[config.mk]
export PLATFORM = sky130hd
export DESIGN_NAME = fpt_pipe_ctrl
export DESIGN_NICKNAME = d
export VERILOG_FILES = /design/src/include/fpt_pkg.sv /design/src/design/fpt_pipe_ctrl.sv /design/src/design/fpt_div_seq.sv
export SDC_FILE = /design/constraint.sdc
export NUM_CORES = 1
export LEC_CHECK = 0
export ABC_AREA = 1
export BUFFER_PORTS_ARGS = -buffer_cell sky130_fd_sc_hd__buf_2
export CAP_MARGIN = 20
export CORE_MARGIN = 2
export CORE_UTILIZATION = 59
export DETAILED_ROUTE_END_ITERATION = 16
export PLACE_DENSITY = 0.8
export SLEW_MARGIN = 20
export SYNTH_ARGS = -nofsm -noshare
export SYNTH_HDL_FRONTEND = slang
export SYNTH_SLANG_ARGS = --single-unit
[constraint.sdc]
create_clock -name clock_in -period 2.8 [get_ports clock_in]
set_input_delay 0.28 -clock clock_in [delete_from_list [all_inputs] [get_ports clock_in]]
set_output_delay 0.28 -clock clock_in [all_outputs]
set_load 0.01 [all_outputs]
[src/include/fpt_pkg.sv]
// package for the floating-point pipeline timing control block
// assumes one core clock and active-low asynchronous reset everywhere
`default_nettype none
package fpt_pkg;
  // operation classes seen at floating-point issue
  typedef enum logic [2:0] {
    FPT_OP_SIMPLE,
    FPT_OP_DMUL,
    FPT_OP_DDIV,
    FPT_OP_SDIV,
    FPT_OP_CMP,
    FPT_OP_LOAD,
    FPT_OP_STORE
  } fpt_op_type;

  // issue request from decode
  typedef struct packed {
    logic valid;
    fpt_op_type op;
    logic record_condition_bit;
    logic [4:0] dest;
    logic [4:0] src_a;
    logic [4:0] src_b;
  } fpt_issue_type;

  // mode and exception-enable bits
  typedef struct packed {
    logic async_divide_allow_bit;
    logic non_ieee_mode_bit;
    logic inexact_en;
    logic underflow_en;
    logic overflow_en;
    logic any_exc_en;
  } fpt_mode_type;

  localparam int unsigned FPT_LAT_SIMPLE = 4;
  localparam int unsigned FPT_LAT_DMUL = 5;
  localparam int unsigned FPT_II_DMUL = 2;
  localparam int unsigned FPT_LAT_CMP_BRANCH = 4;
  localparam int unsigned FPT_MISPREDICT_PEN = 6;
  localparam int unsigned FPT_STRADDLE_II = 3;
  localparam int unsigned FPT_DW_BYTES = 8;
  localparam int unsigned FPT_DIV_D_TYP = 34;
  localparam int unsigned FPT_DIV_D_MAX = 140;
  localparam int unsigned FPT_DIV_S_TYP = 20;
  localparam int unsigned FPT_DIV_S_MAX = 66;
  localparam int unsigned FPT_DENORM_MAX = 23;
  localparam int unsigned FPT_ZERO_EXTRA = 1;
  localparam int unsigned FPT_FPLOAD_EXTRA = 1;
  localparam logic [7:0] FPT_CNT_RESET = 8'h00;
  localparam logic [31:0] FPT_SCORE_RESET = 32'h0;
endpackage : fpt_pkg
`default_nettype wire

[src/design/fpt_pipe_ctrl.sv]
// floating-point issue, interlock and stall control plus straddle stores
// assumes integer pipe shares clock_in and rst_n_in; inputs are same-domain
`default_nettype none
// Behaviour
// RULE1: straddling store uses two address and memory flows
// RULE2: next instruction waits extra address cycle
// RULE3: simple classes issue every cycle, latency four
// RULE4: consumers wait for producer latency
// RULE5: double multiply uses stage one twice
// RULE6: instruction behind two-cycle op is held
// RULE7: decode, four stages, writeback one later
// RULE8: divider results go through register file
// RULE9: divide durations typical and worst given
// RULE10: async divide runs in background, slip
// RULE11: synchronous divide stalls whole pipeline
// RULE12: branch on fp condition waits writeback
// RULE13: compare flags usable four cycles after issue
// RULE14: fp load adds one load-use cycle
// RULE15: denormal single load stalls per shifted bit
// RULE16: single zero load adds one latency cycle
// RULE17: store data read only from register file
// RULE18: denormal single store has no penalty
// RULE19: enabled exceptions or record stall memory stage
// RULE20: integer and fp pipes advance independently
// RULE21: exception or record groups sync, stall integer
// RULE22: compare condition updates without stall
// RULE23: reset clears valids, divider, counters
module fpt_pipe_ctrl (
  input wire logic clock_in,
  input wire logic rst_n_in,
  input wire fpt_pkg::fpt_issue_type issue_in,
  input wire fpt_pkg::fpt_mode_type mode_in,
  input wire logic [7:0] div_cycles_in,
  input wire logic load_sp_zero_in,
  input wire logic [4:0] load_denorm_shift_in,
  input wire logic load_done_in,
  input wire logic store_valid_in,
  input wire logic [2:0] store_addr_low_in,
  input wire logic [3:0] store_size_in,
  input wire logic int_mem_stall_in,
  output logic fp_issue_ack_out,
  output logic fp_stall_out,
  output logic int_stall_out,
  output logic addr_hold_out,
  output logic [1:0] store_flow_out,
  output logic cache_write_out,
  output logic store_data_rf_out,
  output logic [3:0] fp_stage_valid_out,
  output logic fp_writeback_out,
  output logic [4:0] fp_writeback_reg_out,
  output logic cond_ready_out,
  output logic cond_update_out,
  output logic [2:0] mispredict_pen_out
);
  logic [3:0] stage_q;
  logic [3:0] stage_d;
  logic [4:0] dst0_q, dst1_q, dst2_q, dst3_q;
  logic cmp0_q, cmp1_q, cmp2_q, cmp3_q;
  logic fw_q;
  logic [4:0] fw_reg_q;
  logic hold_q;
  logic [31:0] busy_q;
  logic [31:0] ready_q;
  logic [7:0] dn_q;
  logic straddle_q;
  logic [1:0] flow_q;
  logic addr_hold_q;
  logic wr_q;
  logic sync_q;
  logic div_start;
  logic div_busy;
  logic div_done;
  logic [4:0] div_dest;
  logic div_async;
  logic div_sync_stall;
  logic src_wait;
  logic issue_ok;
  logic exc_sync;
  logic crosses;
  logic [4:0] end_byte;
  logic stall;
  logic slip;
  logic is_div;

  assign is_div = issue_in.op == fpt_pkg::FPT_OP_DDIV ||
                  issue_in.op == fpt_pkg::FPT_OP_SDIV;

  // RULE10 background divide condition
  assign div_async = mode_in.async_divide_allow_bit && !mode_in.any_exc_en &&
                     !issue_in.record_condition_bit;

  // RULE4 operand scoreboard wait
  assign src_wait = busy_q[issue_in.src_a] || busy_q[issue_in.src_b];

  // RULE11 sync divide stall
  assign div_sync_stall = div_busy && !sync_q;
  // RULE10 slip for divider write
  assign slip = div_done && sync_q;
  // RULE11 RULE15 sync divide or denormal normalisation stall
  assign stall = div_sync_stall || (dn_q != 8'h00);

  // RULE3 RULE6 issue interval gating
  assign issue_ok = issue_in.valid && !stall && !hold_q && !src_wait &&
                    !slip && !(is_div && div_busy);

  assign div_start = issue_ok && is_div;

  // RULE19 exception sync condition
  assign exc_sync = issue_ok && issue_in.op != fpt_pkg::FPT_OP_LOAD &&
                    issue_in.op != fpt_pkg::FPT_OP_STORE &&
                    (mode_in.inexact_en || mode_in.underflow_en ||
                     mode_in.overflow_en || mode_in.any_exc_en ||
                     issue_in.record_condition_bit);

  fpt_div_seq u_div (
    .clock_in(clock_in),
    .rst_n_in(rst_n_in),
    .start_in(div_start),
    .cycles_in(div_cycles_in),
    .dest_in(issue_in.dest),
    .busy_out(div_busy),
    .done_out(div_done),
    .dest_out(div_dest)
  );

  // RULE5 double multiply holds stage one a second cycle
  always_ff @(posedge clock_in or negedge rst_n_in)
  begin
    if (!rst_n_in)
      hold_q <= 1'b0;
    else
      hold_q <= issue_ok && issue_in.op == fpt_pkg::FPT_OP_DMUL;
  end

  // RULE7 stage advance, four execution stages
  always_comb
  begin
    stage_d = stage_q;
    if (!stall)
    begin
      stage_d = {stage_q[2:0],
                 issue_ok && !is_div && issue_in.op != fpt_pkg::FPT_OP_STORE};
      if (hold_q)
      begin
        stage_d[0] = stage_q[0];
        stage_d[1] = 1'b0;
      end
    end
  end

  // RULE23 reset clears stage valids
  always_ff @(posedge clock_in or negedge rst_n_in)
  begin
    if (!rst_n_in)
    begin
      stage_q <= 4'h0;
      dst0_q <= 5'h00;
      dst1_q <= 5'h00;
      dst2_q <= 5'h00;
      dst3_q <= 5'h00;
      cmp0_q <= 1'b0;
      cmp1_q <= 1'b0;
      cmp2_q <= 1'b0;
      cmp3_q <= 1'b0;
    end
    else if (!stall)
    begin
      stage_q <= stage_d;
      if (!hold_q)
      begin
        dst0_q <= issue_in.dest;
        cmp0_q <= issue_ok && issue_in.op == fpt_pkg::FPT_OP_CMP;
        dst1_q <= dst0_q;
        cmp1_q <= cmp0_q;
      end
      else
        cmp1_q <= 1'b0;
      dst2_q <= dst1_q;
      dst3_q <= dst2_q;
      cmp2_q <= cmp1_q;
      cmp3_q <= cmp2_q;
    end
  end

  // RULE8 divider writes register file only
  always_ff @(posedge clock_in or negedge rst_n_in)
  begin
    if (!rst_n_in)
    begin
      fw_q <= 1'b0;
      fw_reg_q <= 5'h00;
    end
    else if (div_done)
    begin
      fw_q <= 1'b1;
      fw_reg_q <= div_dest;
    end
    else
    begin
      fw_q <= stage_q[3] && !stall;
      fw_reg_q <= dst3_q;
    end
  end

  // RULE4 RULE16 RULE14 scoreboard of pending results
  always_ff @(posedge clock_in or negedge rst_n_in)
  begin
    if (!rst_n_in)
    begin
      busy_q <= fpt_pkg::FPT_SCORE_RESET;
      ready_q <= fpt_pkg::FPT_SCORE_RESET;
    end
    else
    begin
      ready_q <= fpt_pkg::FPT_SCORE_RESET;
      if (fw_q)
        ready_q[fw_reg_q] <= 1'b1;
      if (ready_q != 32'h0)
        busy_q <= busy_q & ~ready_q;
      // RULE16 zero load is not released at load done, waits for writeback release
      if (load_done_in && !load_sp_zero_in)
        busy_q[issue_in.dest] <= 1'b0;
      if (issue_ok && issue_in.op != fpt_pkg::FPT_OP_STORE &&
          issue_in.op != fpt_pkg::FPT_OP_CMP)
        busy_q[issue_in.dest] <= 1'b1;
    end
  end

  // RULE15 one bit per cycle normalisation count
  always_ff @(posedge clock_in or negedge rst_n_in)
  begin
    if (!rst_n_in)
      dn_q <= fpt_pkg::FPT_CNT_RESET;
    else if (dn_q != 8'h00)
      dn_q <= dn_q - 8'h01;
    else if (load_done_in && load_denorm_shift_in != 5'h00)
      dn_q <= {3'h0, load_denorm_shift_in};
  end

  // RULE10 background divide flag, set at async divide start and held while divider busy
  always_ff @(posedge clock_in or negedge rst_n_in)
  begin
    if (!rst_n_in)
      sync_q <= 1'b0;
    else
      sync_q <= div_async && div_start ? 1'b1 : (div_busy ? sync_q : 1'b0);
  end

  // RULE1 straddle detect on eight-byte boundary
  assign end_byte = {2'b00, store_addr_low_in} + {1'b0, store_size_in} - 5'h01;
  assign crosses = store_valid_in && store_size_in != 4'h0 &&
                   end_byte >= 5'(fpt_pkg::FPT_DW_BYTES);

  // RULE2 extra address cycle after straddle
  always_ff @(posedge clock_in or negedge rst_n_in)
  begin
    if (!rst_n_in)
    begin
      flow_q <= 2'b00;
      straddle_q <= 1'b0;
      addr_hold_q <= 1'b0;
      wr_q <= 1'b0;
    end
    else
    begin
      straddle_q <= flow_q == 2'b01;
      wr_q <= store_valid_in;
      if (crosses && flow_q == 2'b00)
        flow_q <= 2'b01;
      else if (flow_q == 2'b01)
        flow_q <= 2'b10;
      else
        flow_q <= 2'b00;
      addr_hold_q <= (crosses && flow_q == 2'b00) || flow_q == 2'b01;
    end
  end

  // RULE19 RULE20 RULE21 integer stall on sync groups, sync divide and denormal stalls
  always_ff @(posedge clock_in or negedge rst_n_in)
  begin
    if (!rst_n_in)
    begin
      int_stall_out <= 1'b0;
      fp_stall_out <= 1'b0;
      fp_issue_ack_out <= 1'b0;
    end
    else
    begin
      int_stall_out <= exc_sync || stall;
      fp_stall_out <= stall || (int_mem_stall_in && exc_sync);
      fp_issue_ack_out <= issue_ok;
    end
  end

  // RULE12 RULE13 RULE22 compare flag timing
  always_ff @(posedge clock_in or negedge rst_n_in)
  begin
    if (!rst_n_in)
    begin
      cond_ready_out <= 1'b0;
      cond_update_out <= 1'b0;
      mispredict_pen_out <= 3'h0;
    end
    else
    begin
      cond_update_out <= cmp2_q && !stall;
      cond_ready_out <= cmp3_q && !stall;
      mispredict_pen_out <= cmp0_q ? 3'(fpt_pkg::FPT_MISPREDICT_PEN) : 3'h0;
    end
  end

  // RULE17 RULE18 store data from register file, no extra cycles
  always_ff @(posedge clock_in or negedge rst_n_in)
  begin
    if (!rst_n_in)
    begin
      store_data_rf_out <= 1'b0;
      cache_write_out <= 1'b0;
      store_flow_out <= 2'b00;
      addr_hold_out <= 1'b0;
    end
    else
    begin
      store_data_rf_out <= wr_q && !src_wait;
      cache_write_out <= wr_q || straddle_q;
      store_flow_out <= flow_q;
      addr_hold_out <= addr_hold_q;
    end
  end

  assign fp_stage_valid_out = stage_q;
  assign fp_writeback_out = fw_q;
  assign fp_writeback_reg_out = fw_reg_q;
endmodule : fpt_pipe_ctrl
`default_nettype wire

[src/design/fpt_div_seq.sv]
// divide sequencer: counts issue cycles of one divide
// assumes the cycle count is given by the execution datapath at start
`default_nettype none
module fpt_div_seq (
  input wire logic clock_in,
  input wire logic rst_n_in,
  input wire logic start_in,
  input wire logic [7:0] cycles_in,
  input wire logic [4:0] dest_in,
  output logic busy_out,
  output logic done_out,
  output logic [4:0] dest_out
);
  logic [7:0] cnt_q;
  logic [4:0] dest_q;
  logic done_q;

  // RULE9 divide duration count
  always_ff @(posedge clock_in or negedge rst_n_in)
  begin
    if (!rst_n_in)
    begin
      cnt_q <= fpt_pkg::FPT_CNT_RESET;
      dest_q <= 5'h00;
      done_q <= 1'b0;
    end
    else
    begin
      done_q <= 1'b0;
      if (start_in && cnt_q == 8'h00)
      begin
        cnt_q <= (cycles_in == 8'h00) ? 8'h01 : cycles_in;
        dest_q <= dest_in;
      end
      else if (cnt_q != 8'h00)
      begin
        cnt_q <= cnt_q - 8'h01;
        done_q <= (cnt_q == 8'h01);
      end
    end
  end

  assign busy_out = (cnt_q != 8'h00);
  assign done_out = done_q;
  assign dest_out = dest_q;
endmodule : fpt_div_seq
`default_nettype wire

---- After elaboration in Yosys (flattened, before gate mapping) ----
Cells that the tools add are included.
word-level totals
  logic and storage cells ................. 156
  output and inout port bits .............. 23
  input bits .............................. 52
  flip-flop bits (word level) ............. 140
cells by class
  equal/unequal tests ..................... 10
  order comparisons ....................... 7
  bitwise logic cells ..................... 7
  multiplexer cells ....................... 28
  add/subtract/negate cells ............... 4
  reduce and logical (&&, ||, !) cells .... 66
operators by type and width
  kind                 count
  $mux 32              4
  $and 32x32->32       2
  $not 32->32          2
  $mux 8               5
  $logic_and 1x1->1    34
  $or 32x32->32        1
  $reduce_bool 32->1   1
  $lt 5x6->1 const B   4
  $logic_not 8->1      2
  $reduce_bool 8->1    2
  $sub 8x1->8 const B  2
  $logic_or 1x1->1     11
  $bmux 1 s5           2
  $demux 1 s5          2
  $ge 5x1->1 const B   2
  $logic_not 1->1      10
  $mux 1               10
  $ne 3x3->1 const B   3
  $eq 8x1->1 const B   1
  $eq 3x2->1 const B   2
  $mux 2               3
  $add 3x4->5          1
  $ge 5x4->1 const B   1
  $mux 5               1
  12 further kinds     14

---- Depth between registers and ports, before layout ----
Gate-level depths: netlist of the first run.
  depth after elaboration ................. 14
  mapped depth ............................ 17
  gate-level depth less buffers ........... 14

---- Cells and area by module ----
A second synthesis of the first run with hierarchy kept.
unflattened totals
  cell total of the unflattened synthesis .. 847
  area total of the unflattened synthesis .. 6,844.1 µm²
by module, submodules not included
  module         cells each  instances  area each (µm²)  seq. area each (µm²)
  fpt_pipe_ctrl  733         1          5,954.5          3,078.0
  fpt_div_seq    114         1          889.6            350.3

---- Worst setup path after synthesis of the first run ----
OpenSTA, ideal clock, no wires.
  path kind ............................... reg-to-reg
  from .................................... reg dn_q[0]
  to ...................................... reg u_div.dest_q[3], in the netlist u_div.dest_out[3]
  buffers on the path ..................... 1
  data required time ...................... 2.679 ns
  arrival time ............................ 1.881 ns
  slack ................................... 0.798 ns
  library setup time ...................... 0.121 ns
  period minus slack after synthesis ...... 2.002 ns
  cell stages (with the launch flop) ...... 13
  cells stage by stage .................... dfrtp_1 -> inv_1 -> ha_1 -> nand2_1 -> nor3_4 -> o21ai_2 -> nor2_8 -> inv_2 -> nor2_2 -> nand4_4 -> buf_6 -> nand2_1 -> o21ai_2
between the ends
  cells in the longest elaborated chain, start to end .. 10
ends and longest elaborated chain
  item                            RTL line              source
  from (decl)                     fpt_pipe_ctrl.sv:64   logic [7:0] dn_q;
  from (signal assigned)          fpt_pipe_ctrl.sv:233  dn_q <= fpt_pkg::FPT_CNT_RESET;
  from (signal assigned)          fpt_pipe_ctrl.sv:235  dn_q <= dn_q - 8'h01;
  from (signal assigned)          fpt_pipe_ctrl.sv:237  dn_q <= {3'h0, load_denorm_shift_in};
  $reduce_bool 8->1               fpt_pipe_ctrl.sv:100  assign stall = div_sync_stall || (dn_q != 8'h00);
  $logic_or 1x1->1                fpt_pipe_ctrl.sv:100
  $logic_not 1->1                 fpt_pipe_ctrl.sv:103  assign issue_ok = issue_in.valid && !stall && !hold_q && !src_wait &&
  $logic_and 1x1->1 (4 in a row)  fpt_pipe_ctrl.sv:103
  $logic_and 1x1->1               fpt_pipe_ctrl.sv:104  !slip && !(is_div && div_busy);
  $logic_and 1x1->1               fpt_pipe_ctrl.sv:106  assign div_start = issue_ok && is_div;
  $logic_and 1x1->1               fpt_div_seq.sv:30     if (start_in && cnt_q == 8'h00)
  to (signal assigned)            fpt_div_seq.sv:33     dest_q <= dest_in;
  to (decl)                       fpt_div_seq.sv:15     logic [4:0] dest_q;
No other way between the ends.
A chain may end at the register's enable or synchronous reset.

---- Worst setup path in the final report of the first run ----
  from .................................... reg u_div.cnt_q[0]
  to ...................................... reg busy_q[8]
between the ends
  cells in the longest elaborated chain, start to end .. 12
  elaborated cells on any way between the ends .. 14
  those cells by class .................... mux (1); reduce/logical (13)
ends and longest elaborated chain
  item                                RTL line              source
  from (decl)                         fpt_div_seq.sv:14     logic [7:0] cnt_q;
  from (signal assigned)              fpt_div_seq.sv:23     cnt_q <= fpt_pkg::FPT_CNT_RESET;
  from (signal assigned)              fpt_div_seq.sv:32     cnt_q <= (cycles_in == 8'h00) ? 8'h01 : cycles_in;
  from (signal assigned)              fpt_div_seq.sv:37     cnt_q <= cnt_q - 8'h01;
  $reduce_bool 8->1 (*)               fpt_div_seq.sv:43     assign busy_out = (cnt_q != 8'h00);
  $logic_and 1x1->1                   fpt_pipe_ctrl.sv:96   assign div_sync_stall = div_busy && !sync_q;
  $logic_or 1x1->1                    fpt_pipe_ctrl.sv:100
  $logic_not 1->1                     fpt_pipe_ctrl.sv:103
  $logic_and 1x1->1 (4 in a row)      fpt_pipe_ctrl.sv:103
  $logic_and 1x1->1 (*)               fpt_pipe_ctrl.sv:104
  $logic_and 1x1->1 (*) (2 in a row)  fpt_pipe_ctrl.sv:223  if (issue_ok && issue_in.op != fpt_pkg::FPT_OP_STORE &&
  $mux 32 (*)                         fpt_pipe_ctrl.sv:223
  to (signal assigned)                fpt_pipe_ctrl.sv:210  busy_q <= fpt_pkg::FPT_SCORE_RESET;
  to (signal assigned)                fpt_pipe_ctrl.sv:219  busy_q <= busy_q & ~ready_q;
  to (decl)                           fpt_pipe_ctrl.sv:62   logic [31:0] busy_q;
Every way passes the cells marked *; elsewhere a longest branch is shown, timed or not.

==> results of run 1 <==
[worst paths after layout]
check / end / slack [ps] / cells past startpoint
setup / recovery: busy_q[8]$_DFF_PN0_ / 230 / 13
hold / removal: u_div.cnt_q[3]$_DFFE_PN0P_ / 80 / 3
setup reg to reg: busy_q[8]$_DFF_PN0_ / 230 / 13
hold reg to reg: addr_hold_out$_DFF_PN0_ / 350 / 0
max in group asynchronous: store_flow_out[1]$_DFF_PN0_ / 1620 / 3
min in group asynchronous: cmp3_q$_DFFE_PN0N_ / 390 / 2
[synth_stat cells (2+ instances only)]
cell / n / area, sq um
a21oi_1: 5 / 25.0
buf_2: 4 / 20.0
buf_4: 6 / 45.0
buf_6: 5 / 56.3
clkbuf_1: 8 / 30.0
dfrtp_1: 137 / 3430
ha_1: 10 / 125
inv_1: 119 / 447
inv_2: 5 / 18.8
nand2_1: 184 / 691
nand2_2: 2 / 12.5
nand3_1: 76 / 380
nand3_2: 2 / 20.0
nand4_1: 4 / 25.0
nor2_1: 90 / 338
nor2_2: 2 / 12.5
nor2_4: 3 / 33.8
nor3_1: 9 / 45.0
nor4_1: 3 / 18.8
o211ai_1: 4 / 30.0
o21ai_0: 55 / 275
o21ai_1: 6 / 30.0
o21ai_2: 7 / 61.3
o21bai_1: 2 / 15.0
o22ai_1: 9 / 56.3
o22ai_2: 20 / 250
o32ai_1: 2 / 17.5
or2_2: 3 / 18.8
xnor2_1: 2 / 17.5
xor2_1: 5 / 43.8
[flip-flops by register name, indices dropped and copies added (netlist names), 8 cells and up]
name and cells:
dn_q 8, u_div.cnt_q 8, ready_q 32, busy_q 32
[layer usage]
| layer | global-route usage | share of wire | vias to the layer above |
|---|---|---|---|
| met5 | 0 | 0 | - |
| met4 | 0.0905 | 0.016 | 0 |
| met3 | 0.0487 | 0.053 | 24 |
| met2 | 0.455 | 0.50 | 155 |
| met1 | 0.354 | 0.43 | 2695 |
| li1 | - | - | 2743 |
[through the flow]
stage / power (mW) / setup slack [ps] / util / hold WS [ps]
2_1_floorplan: 3.27 / 798 / - / -15.6
3_3_place_gp: 3.54 / 372 / 0.638 / 270
3_5_place_dp: 3.58 / 327 / 0.638 / 273
4_1_cts: 6.07 / 287 / 0.698 / 81.7
5_1_grt: 6.37 / 69.9 / 0.700 / 103
6_report: 6.06 / 233 / 0.700 / 84.6
[kinds of logic after synthesis]
family / synth area share
buf+inv: 0.0912
simple gates: 0.252
other cells: 0.000555
xor+xnor: 0.00907
compound gates: 0.119
fa+ha+maj: 0.0215
flops: 0.507
[final cells by class]
class,count,area (sq um),area share
Clock inverter,13,225,0.0284
Tap cell,143,179,0.0226
Multi-Input combinational cell,521,2720,0.343
Timing Repair Buffer,83,479,0.0604
Clock buffer,19,433,0.0546
Inverter,124,465,0.0587
Sequential cell,137,3430,0.432
[power groups by stage]
stage / clock [mW] / sequential, mW / combinational, mW
CTS: 2.50 / 2.52 / 1.06
global route: 2.59 / 2.55 / 1.22
global placement: 0 / 2.54 / 1.01
detailed placement: 0 / 2.54 / 1.04
floorplan: 0 / 2.52 / 0.752
finish: 2.48 / 2.52 / 1.06
[worst register-to-register path: cells and delay by family, from the launching register on]
kind / cells / cell delay (ps)
simple gates: 6 / 1130
fa+ha+maj: 1 / 180
flops: 1 / 400
buf+inv: 4 / 440
compound gates: 2 / 330
[timing repair]
item | 4_1_cts | 5_1_grt
buffers inserted | 0 | 2
setup endpoints to repair | 0 | 1
endpoints found under the hold margin | 57 | 0
hold buffers | 2 | 0
==> results by group, run 1 <==
Critical path
  • Worst Path Arrival: 2890 ps
  • Crit Path Max Fanout: 28
  • Startpoint Class: flop
  • Crit path launch: u_div.cnt_q[0]$_DFFE_PN0P_
  • RR Startpoint: u_div.cnt_q[0]$_DFFE_PN0P_
  • Worst path cell trace: inv_1 -> ha_1 -> inv_1 -> nor2_1 -> inv_2 -> nor2_4 -> o21ai_2 -> nor2_8 -> nand3_2 -> nor2_4 -> nand2_2 -> buf_12 -> o22ai_1
  • Cell family with most CP delay: simple AND/OR/NAND/NOR gates
  • Buf+Inv Stages, Crit Path: 4
  • CP Capture Type: flop
  • Max stage delay on crit path: 400 ps
  • CP required: 3120 ps
  • Slowest CP cell: dfrtp_1
  • CP Class: flop to flop

Routing
  • WL per Instance: 15.2 um
  • Final wirelength: 15800 um
  • Via count: 5617
  • DRC: 0
  • DR iter-0 viols: 392
  • Vias per cell: 5.40
  • Number of routed nets with antenna violations: 0
  • TritonRoute pass-1 iters: 5

Timing
  • Worst Max-Slew Pin Slew: 781 ps
  • RSZ-0062 raised after global routing: false
  • Setup TNS: 0 ps
  • Skew final: 6.07 ps
  • Final setup fails: 0
  • Slew headroom: 0.479
  • Final hold vios: 0
  • Post-route minimum period: 2570 ps
  • Period utilization: 0.917
  • Final slew viol count: 0
  • FMAX: 390 MHz

Power and ir drop
  • Worst VDD drop: 518 uV
  • Power density cells: 765 nW/um^2
  • Clock Power Share: 0.410
  • Net Switching: 1.68 mW
  • Sw Share: 0.277
  • Leakage power: 3.88 nW
  • Part of the power in combinational logic: 0.175
  • P_int: 4.38 mW
  • Power share of the sequential group: 0.416

Layout
  • Layout Cells excl Fill: 1040
  • Nets: 947
  • Share of layout cells above drive strength 1: 0.178
  • Fillers: 861
  • Most frequent cells in the layout: nand2_1, dfrtp_1, inv_1
  • Diodes inserted: 0
  • Area delta synth->final: 17.2%
  • Commonest non-fill, non-tap cell in the layout: nand2_1
  • Final Cell Area: 7930 sq um

CTS
  • Clk_lat worst skew: 420 ps
  • Bufs on Longest Clock Path: 2
  • Root buffer cell: clkbuf_16
  • CTS tree: done
  • TritonCTS buffer count: 17
  • Num Clock Sinks: 137
  • H-tree Lvls: 4
  • Register clock-pin slew on the reported worst setup and hold paths: 60 ps
  • CTS resizes: 0

Placed design
  • IO Port Bufs: 72
  • Placed cells: 1004
  • Hpwl dp: 11000 um
  • Placed Area: 7220 sq um
  • Gp weighted congestion: 0.884

Synthesis
  • YS warnings: 0
  • Register area share after synthesis: 0.507
  • Synth Area per Inst: 8.40 sq um
  • Synth unique cells: 46
  • Synthesized net count: 868
  • Yosys reg bits: 137
  • Synth async-reset ratio: 1.00
  • Cells after Synth: 805
  • Mapped cell area: 6760 sq um
  • EDFF count, synth: 0
  • Top_reg_cell synth: dfrtp_1

Min path
  • Worst min path class: input port to flop
  • Min-delay src: div_cycles_in[3]

Floorplanning
  • Core Rows: 39
  • Core outline area: 11300 sq um
  • # IOs: 75
  • Die Height: 111 um
  • Die area: 12300 sq um
  • Starting Density: 0.597
  • Die Wd: 111 um

Outcome
  • Outcome: complete, no violations

Job
  • Max Cap Viol: 0

GRT
  • Pin count of the biggest net entering global routing: 60
  • Total Routing Usage GR: 0.269
  • Initial antenna violation count: 0
  • First-pass GRT wire length: 26500 um
  • GRT overflow: 0
  • Via count of the first global-routing pass: 5575
Power figures use the tool's default switching activity.
==> inputs of run 2 (changes only) <==
--- a/config.mk
+++ b/config.mk
@@ -5,8 +5,7 @@
 export SDC_FILE = /design/constraint.sdc
 export NUM_CORES = 1
 export LEC_CHECK = 0
-export ABC_AREA = 1
-export BUFFER_PORTS_ARGS = -buffer_cell sky130_fd_sc_hd__buf_2
+export BUFFER_PORTS_ARGS = -buffer_cell sky130_fd_sc_hd__buf_4
 export CAP_MARGIN = 20
 export CORE_MARGIN = 2
 export CORE_UTILIZATION = 59
==> run 2 against run 1 <==
Effect of this change: sequential cell count stayed put; count of clock-buffer cells in the layout rose by 1; worst hold slack got worse by 56 ps; sequential share of layout area fell by 0.095 points; area after synthesis shrank 2.7%; maximum frequency about the same; global-route usage increased by 1.5 points; critical path depth decreased by 8; critical path type unchanged; largest power group unchanged; highest routed layer unchanged.
==> results by group, run 2 <==
Synthesis
  • Most frequent cell after synthesis: dfrtp_1
  • Top_reg_cell synth: dfrtp_1
  • Synth Area per Inst: 10.2 sq um
  • EDFF count, synth: 0
  • Mapped cell area: 6580 sq um
  • Cells after Synth: 644
  • Synthesized net count: 707
  • Synth cell count leaders: dfrtp_1, nand2_1, nor2_1
  • Area leader, netlist: dfrtp_1
  • Yosys reg bits: 137
  • Synth top area cells: dfrtp_1, nand2_1, mux2i_1
  • YS warnings: 0
  • Synth unique cells: 58
  • Synth async-reset ratio: 1.00
  • Top cell type's share of synthesized area: 0.521
  • Register area share after synthesis: 0.521

CTS
  • Bufs on Longest Clock Path: 2
  • H-tree Lvls: 4
  • Root buffer cell: clkbuf_8
  • CTS tree: done
  • CTS resizes: 0
  • TritonCTS buffer count: 17
  • Register clock-pin slew on the reported worst setup and hold paths: 60 ps
  • Num Clock Sinks: 137
  • Clk_lat worst skew: 520 ps

Floorplanning
  • Core Rows: 38
  • Die Height: 110 um
  • Die area: 12000 sq um
  • Core outline area: 10800 sq um
  • # IOs: 75
  • Starting Density: 0.607
  • Die Wd: 110 um

Critical path
  • CP Class: flop to flop
  • CP Capture Type: flop
  • R2R setup slack: 230 ps
  • R2R cell count: 5
  • Worst Path Arrival: 2970 ps
  • End of the critical path: u_div.cnt_q[1]$_DFFE_PN0P_
  • Crit path launch: dn_q[3]$_DFFE_PN0P_
  • WP depth: 5
  • Cell family with most CP delay: simple AND/OR/NAND/NOR gates
  • Crit Path Max Fanout: 10
  • Reg2reg end: u_div.cnt_q[1]$_DFFE_PN0P_
  • Slowest CP cell: or4_4
  • Max stage delay on crit path: 540 ps
  • Startpoint Class: flop
  • CP required: 3200 ps
  • Buf+Inv Stages, Crit Path: 0
  • Worst path cell trace: or3_4 -> or4_4 -> a211oi_4 -> nand3_2 -> a311o_1
  • RR Startpoint: dn_q[3]$_DFFE_PN0P_

Timing
  • Worst Max-Slew Pin Slew: 913 ps
  • Final hold vios: 0
  • Final slew viol count: 0
  • Setup TNS: 0 ps
  • Slew headroom: 0.390
  • Post-route minimum period: 2570 ps
  • Worst Hold Margin: 28.9 ps
  • RSZ-0062 raised after global routing: false
  • Final setup fails: 0
  • FMAX: 390 MHz
  • PnR worst setup slack: 233 ps
  • Period utilization: 0.917
  • Skew final: 11.7 ps

Layout
  • Final Cell Area: 7950 sq um
  • Most frequent cells in the layout: dfrtp_1, nand2_1, buf_4
  • Share of layout cells above drive strength 1: 0.206
  • Diodes inserted: 0
  • Fin util: 0.733
  • Nets: 794
  • Biggest regs: busy_q: 32 flops, ready_q: 32 flops
  • Layout Cells excl Fill: 884
  • Area delta synth->final: 20.8%
  • Commonest non-fill, non-tap cell in the layout: dfrtp_1

Job
  • Max Cap Viol: 0

Routing
  • DRC: 0
  • DR iter-0 viols: 349
  • TritonRoute pass-1 iters: 5
  • WL per Instance: 17.9 um
  • Via count: 5236
  • Final wirelength: 15900 um
  • Vias per cell: 5.92
  • Number of routed nets with antenna violations: 0

Power and ir drop
  • Power density cells: 730 nW/um^2
  • Power, Total: 5.80 mW
  • Leakage power: 3.70 nW
  • Worst VDD drop: 597 uV

Placed design
  • IO Port Bufs: 72
  • Hpwl dp: 11500 um
  • Placed cells: 848
  • Placed Area: 7300 sq um
  • Gp weighted congestion: 0.892
  • Setup WS pre-CTS: 249 ps

Min path
  • Worst min path class: input port to flop

GRT
  • Via count of the first global-routing pass: 5309
  • Pin count of the biggest net entering global routing: 64
  • Initial antenna violation count: 0
  • First-pass GRT wire length: 25800 um
  • Total Routing Usage GR: 0.283
  • GRT overflow: 0

Outcome
  • Outcome: complete, no violations
## run 2: cell types whose count changed after synthesis, sizes merged, moves of 27 or more
cell    before  now
nand3       78   13
o22ai       29    2
o21ai       68   32
mux2i        0   32
inv        124   25
nand2      187  107
nor2        96   51
nand3b       1   36
## run 2: what timing repair did
action                     4_1_cts  5_1_grt
hold buffers                     4        0
hold endpoints to repair        62        0
setup buffers                    0        0
setup endpoints to repair        0        0
## run 2: area by class of cell
cell class	count	area (sq um)
fill	747	2900
clock buffer	20	435
inverter	25	93.8
sequential	137	3430
clock inverter	12	164
timing repair buffer	92	713
multi-input combinational	458	2940
tap	140	175
## run 2: metal layers
layer / vias up / part of all wire / global-route usage / wire length (um)
met2: 215 / 0.50 / 0.465 / 7990
li1: 2429 / - / - / -
met3: 29 / 0.065 / 0.0634 / 1040
met1: 2563 / 0.41 / 0.372 / 6530
met4: 0 / 0.019 / 0.104 / 308
met5: - / 0 / 0 / 0
## run 2: cell families after synthesis
kind of cell	count (synthesis)	share of synthesized area
AND/OR/NAND/NOR	290	0.231
flip-flops	137	0.521
AO/OA/AOI/OAI	96	0.0982
multiplexers	53	0.0846
buffers and inverters	49	0.0331
adder cells (fa/ha/maj)	11	0.0221
XOR/XNOR	7	0.00932
other	1	0.000570
## run 2: power by group
group          total (mW)  switching, mW  internal (mW)
Clock                2.25          0.859           1.39
Combinational       0.996          0.504          0.491
Sequential           2.55          0.258           2.29
Total                5.80           1.62           4.18
## run 2: tightest hold or removal path, cell delays in order
cell	delay [ps]
buf_4	110
nand2_1	50
o21ai_0	70
## run 2: how the worst min path moves through the flow
| stage | from | to | slack (ps) | cells after the start |
|---|---|---|---|---|
| after floorplan | rst_n_in | addr_hold_out$_DFF_PN0_ | -20 | 0 |
| after global placement | addr_hold_q$_DFF_PN0_ | addr_hold_out$_DFF_PN0_ | 340 | 0 |
| after detailed placement | addr_hold_q$_DFF_PN0_ | addr_hold_out$_DFF_PN0_ | 360 | 0 |
| after CTS | mode_in[5] | sync_q$_DFFE_PN0P_ | 9 | 3 |
| after global routing | div_cycles_in[3] | u_div.cnt_q[3]$_DFFE_PN0P_ | 20 | 3 |
| final | mode_in[5] | sync_q$_DFFE_PN0P_ | 30 | 3 |
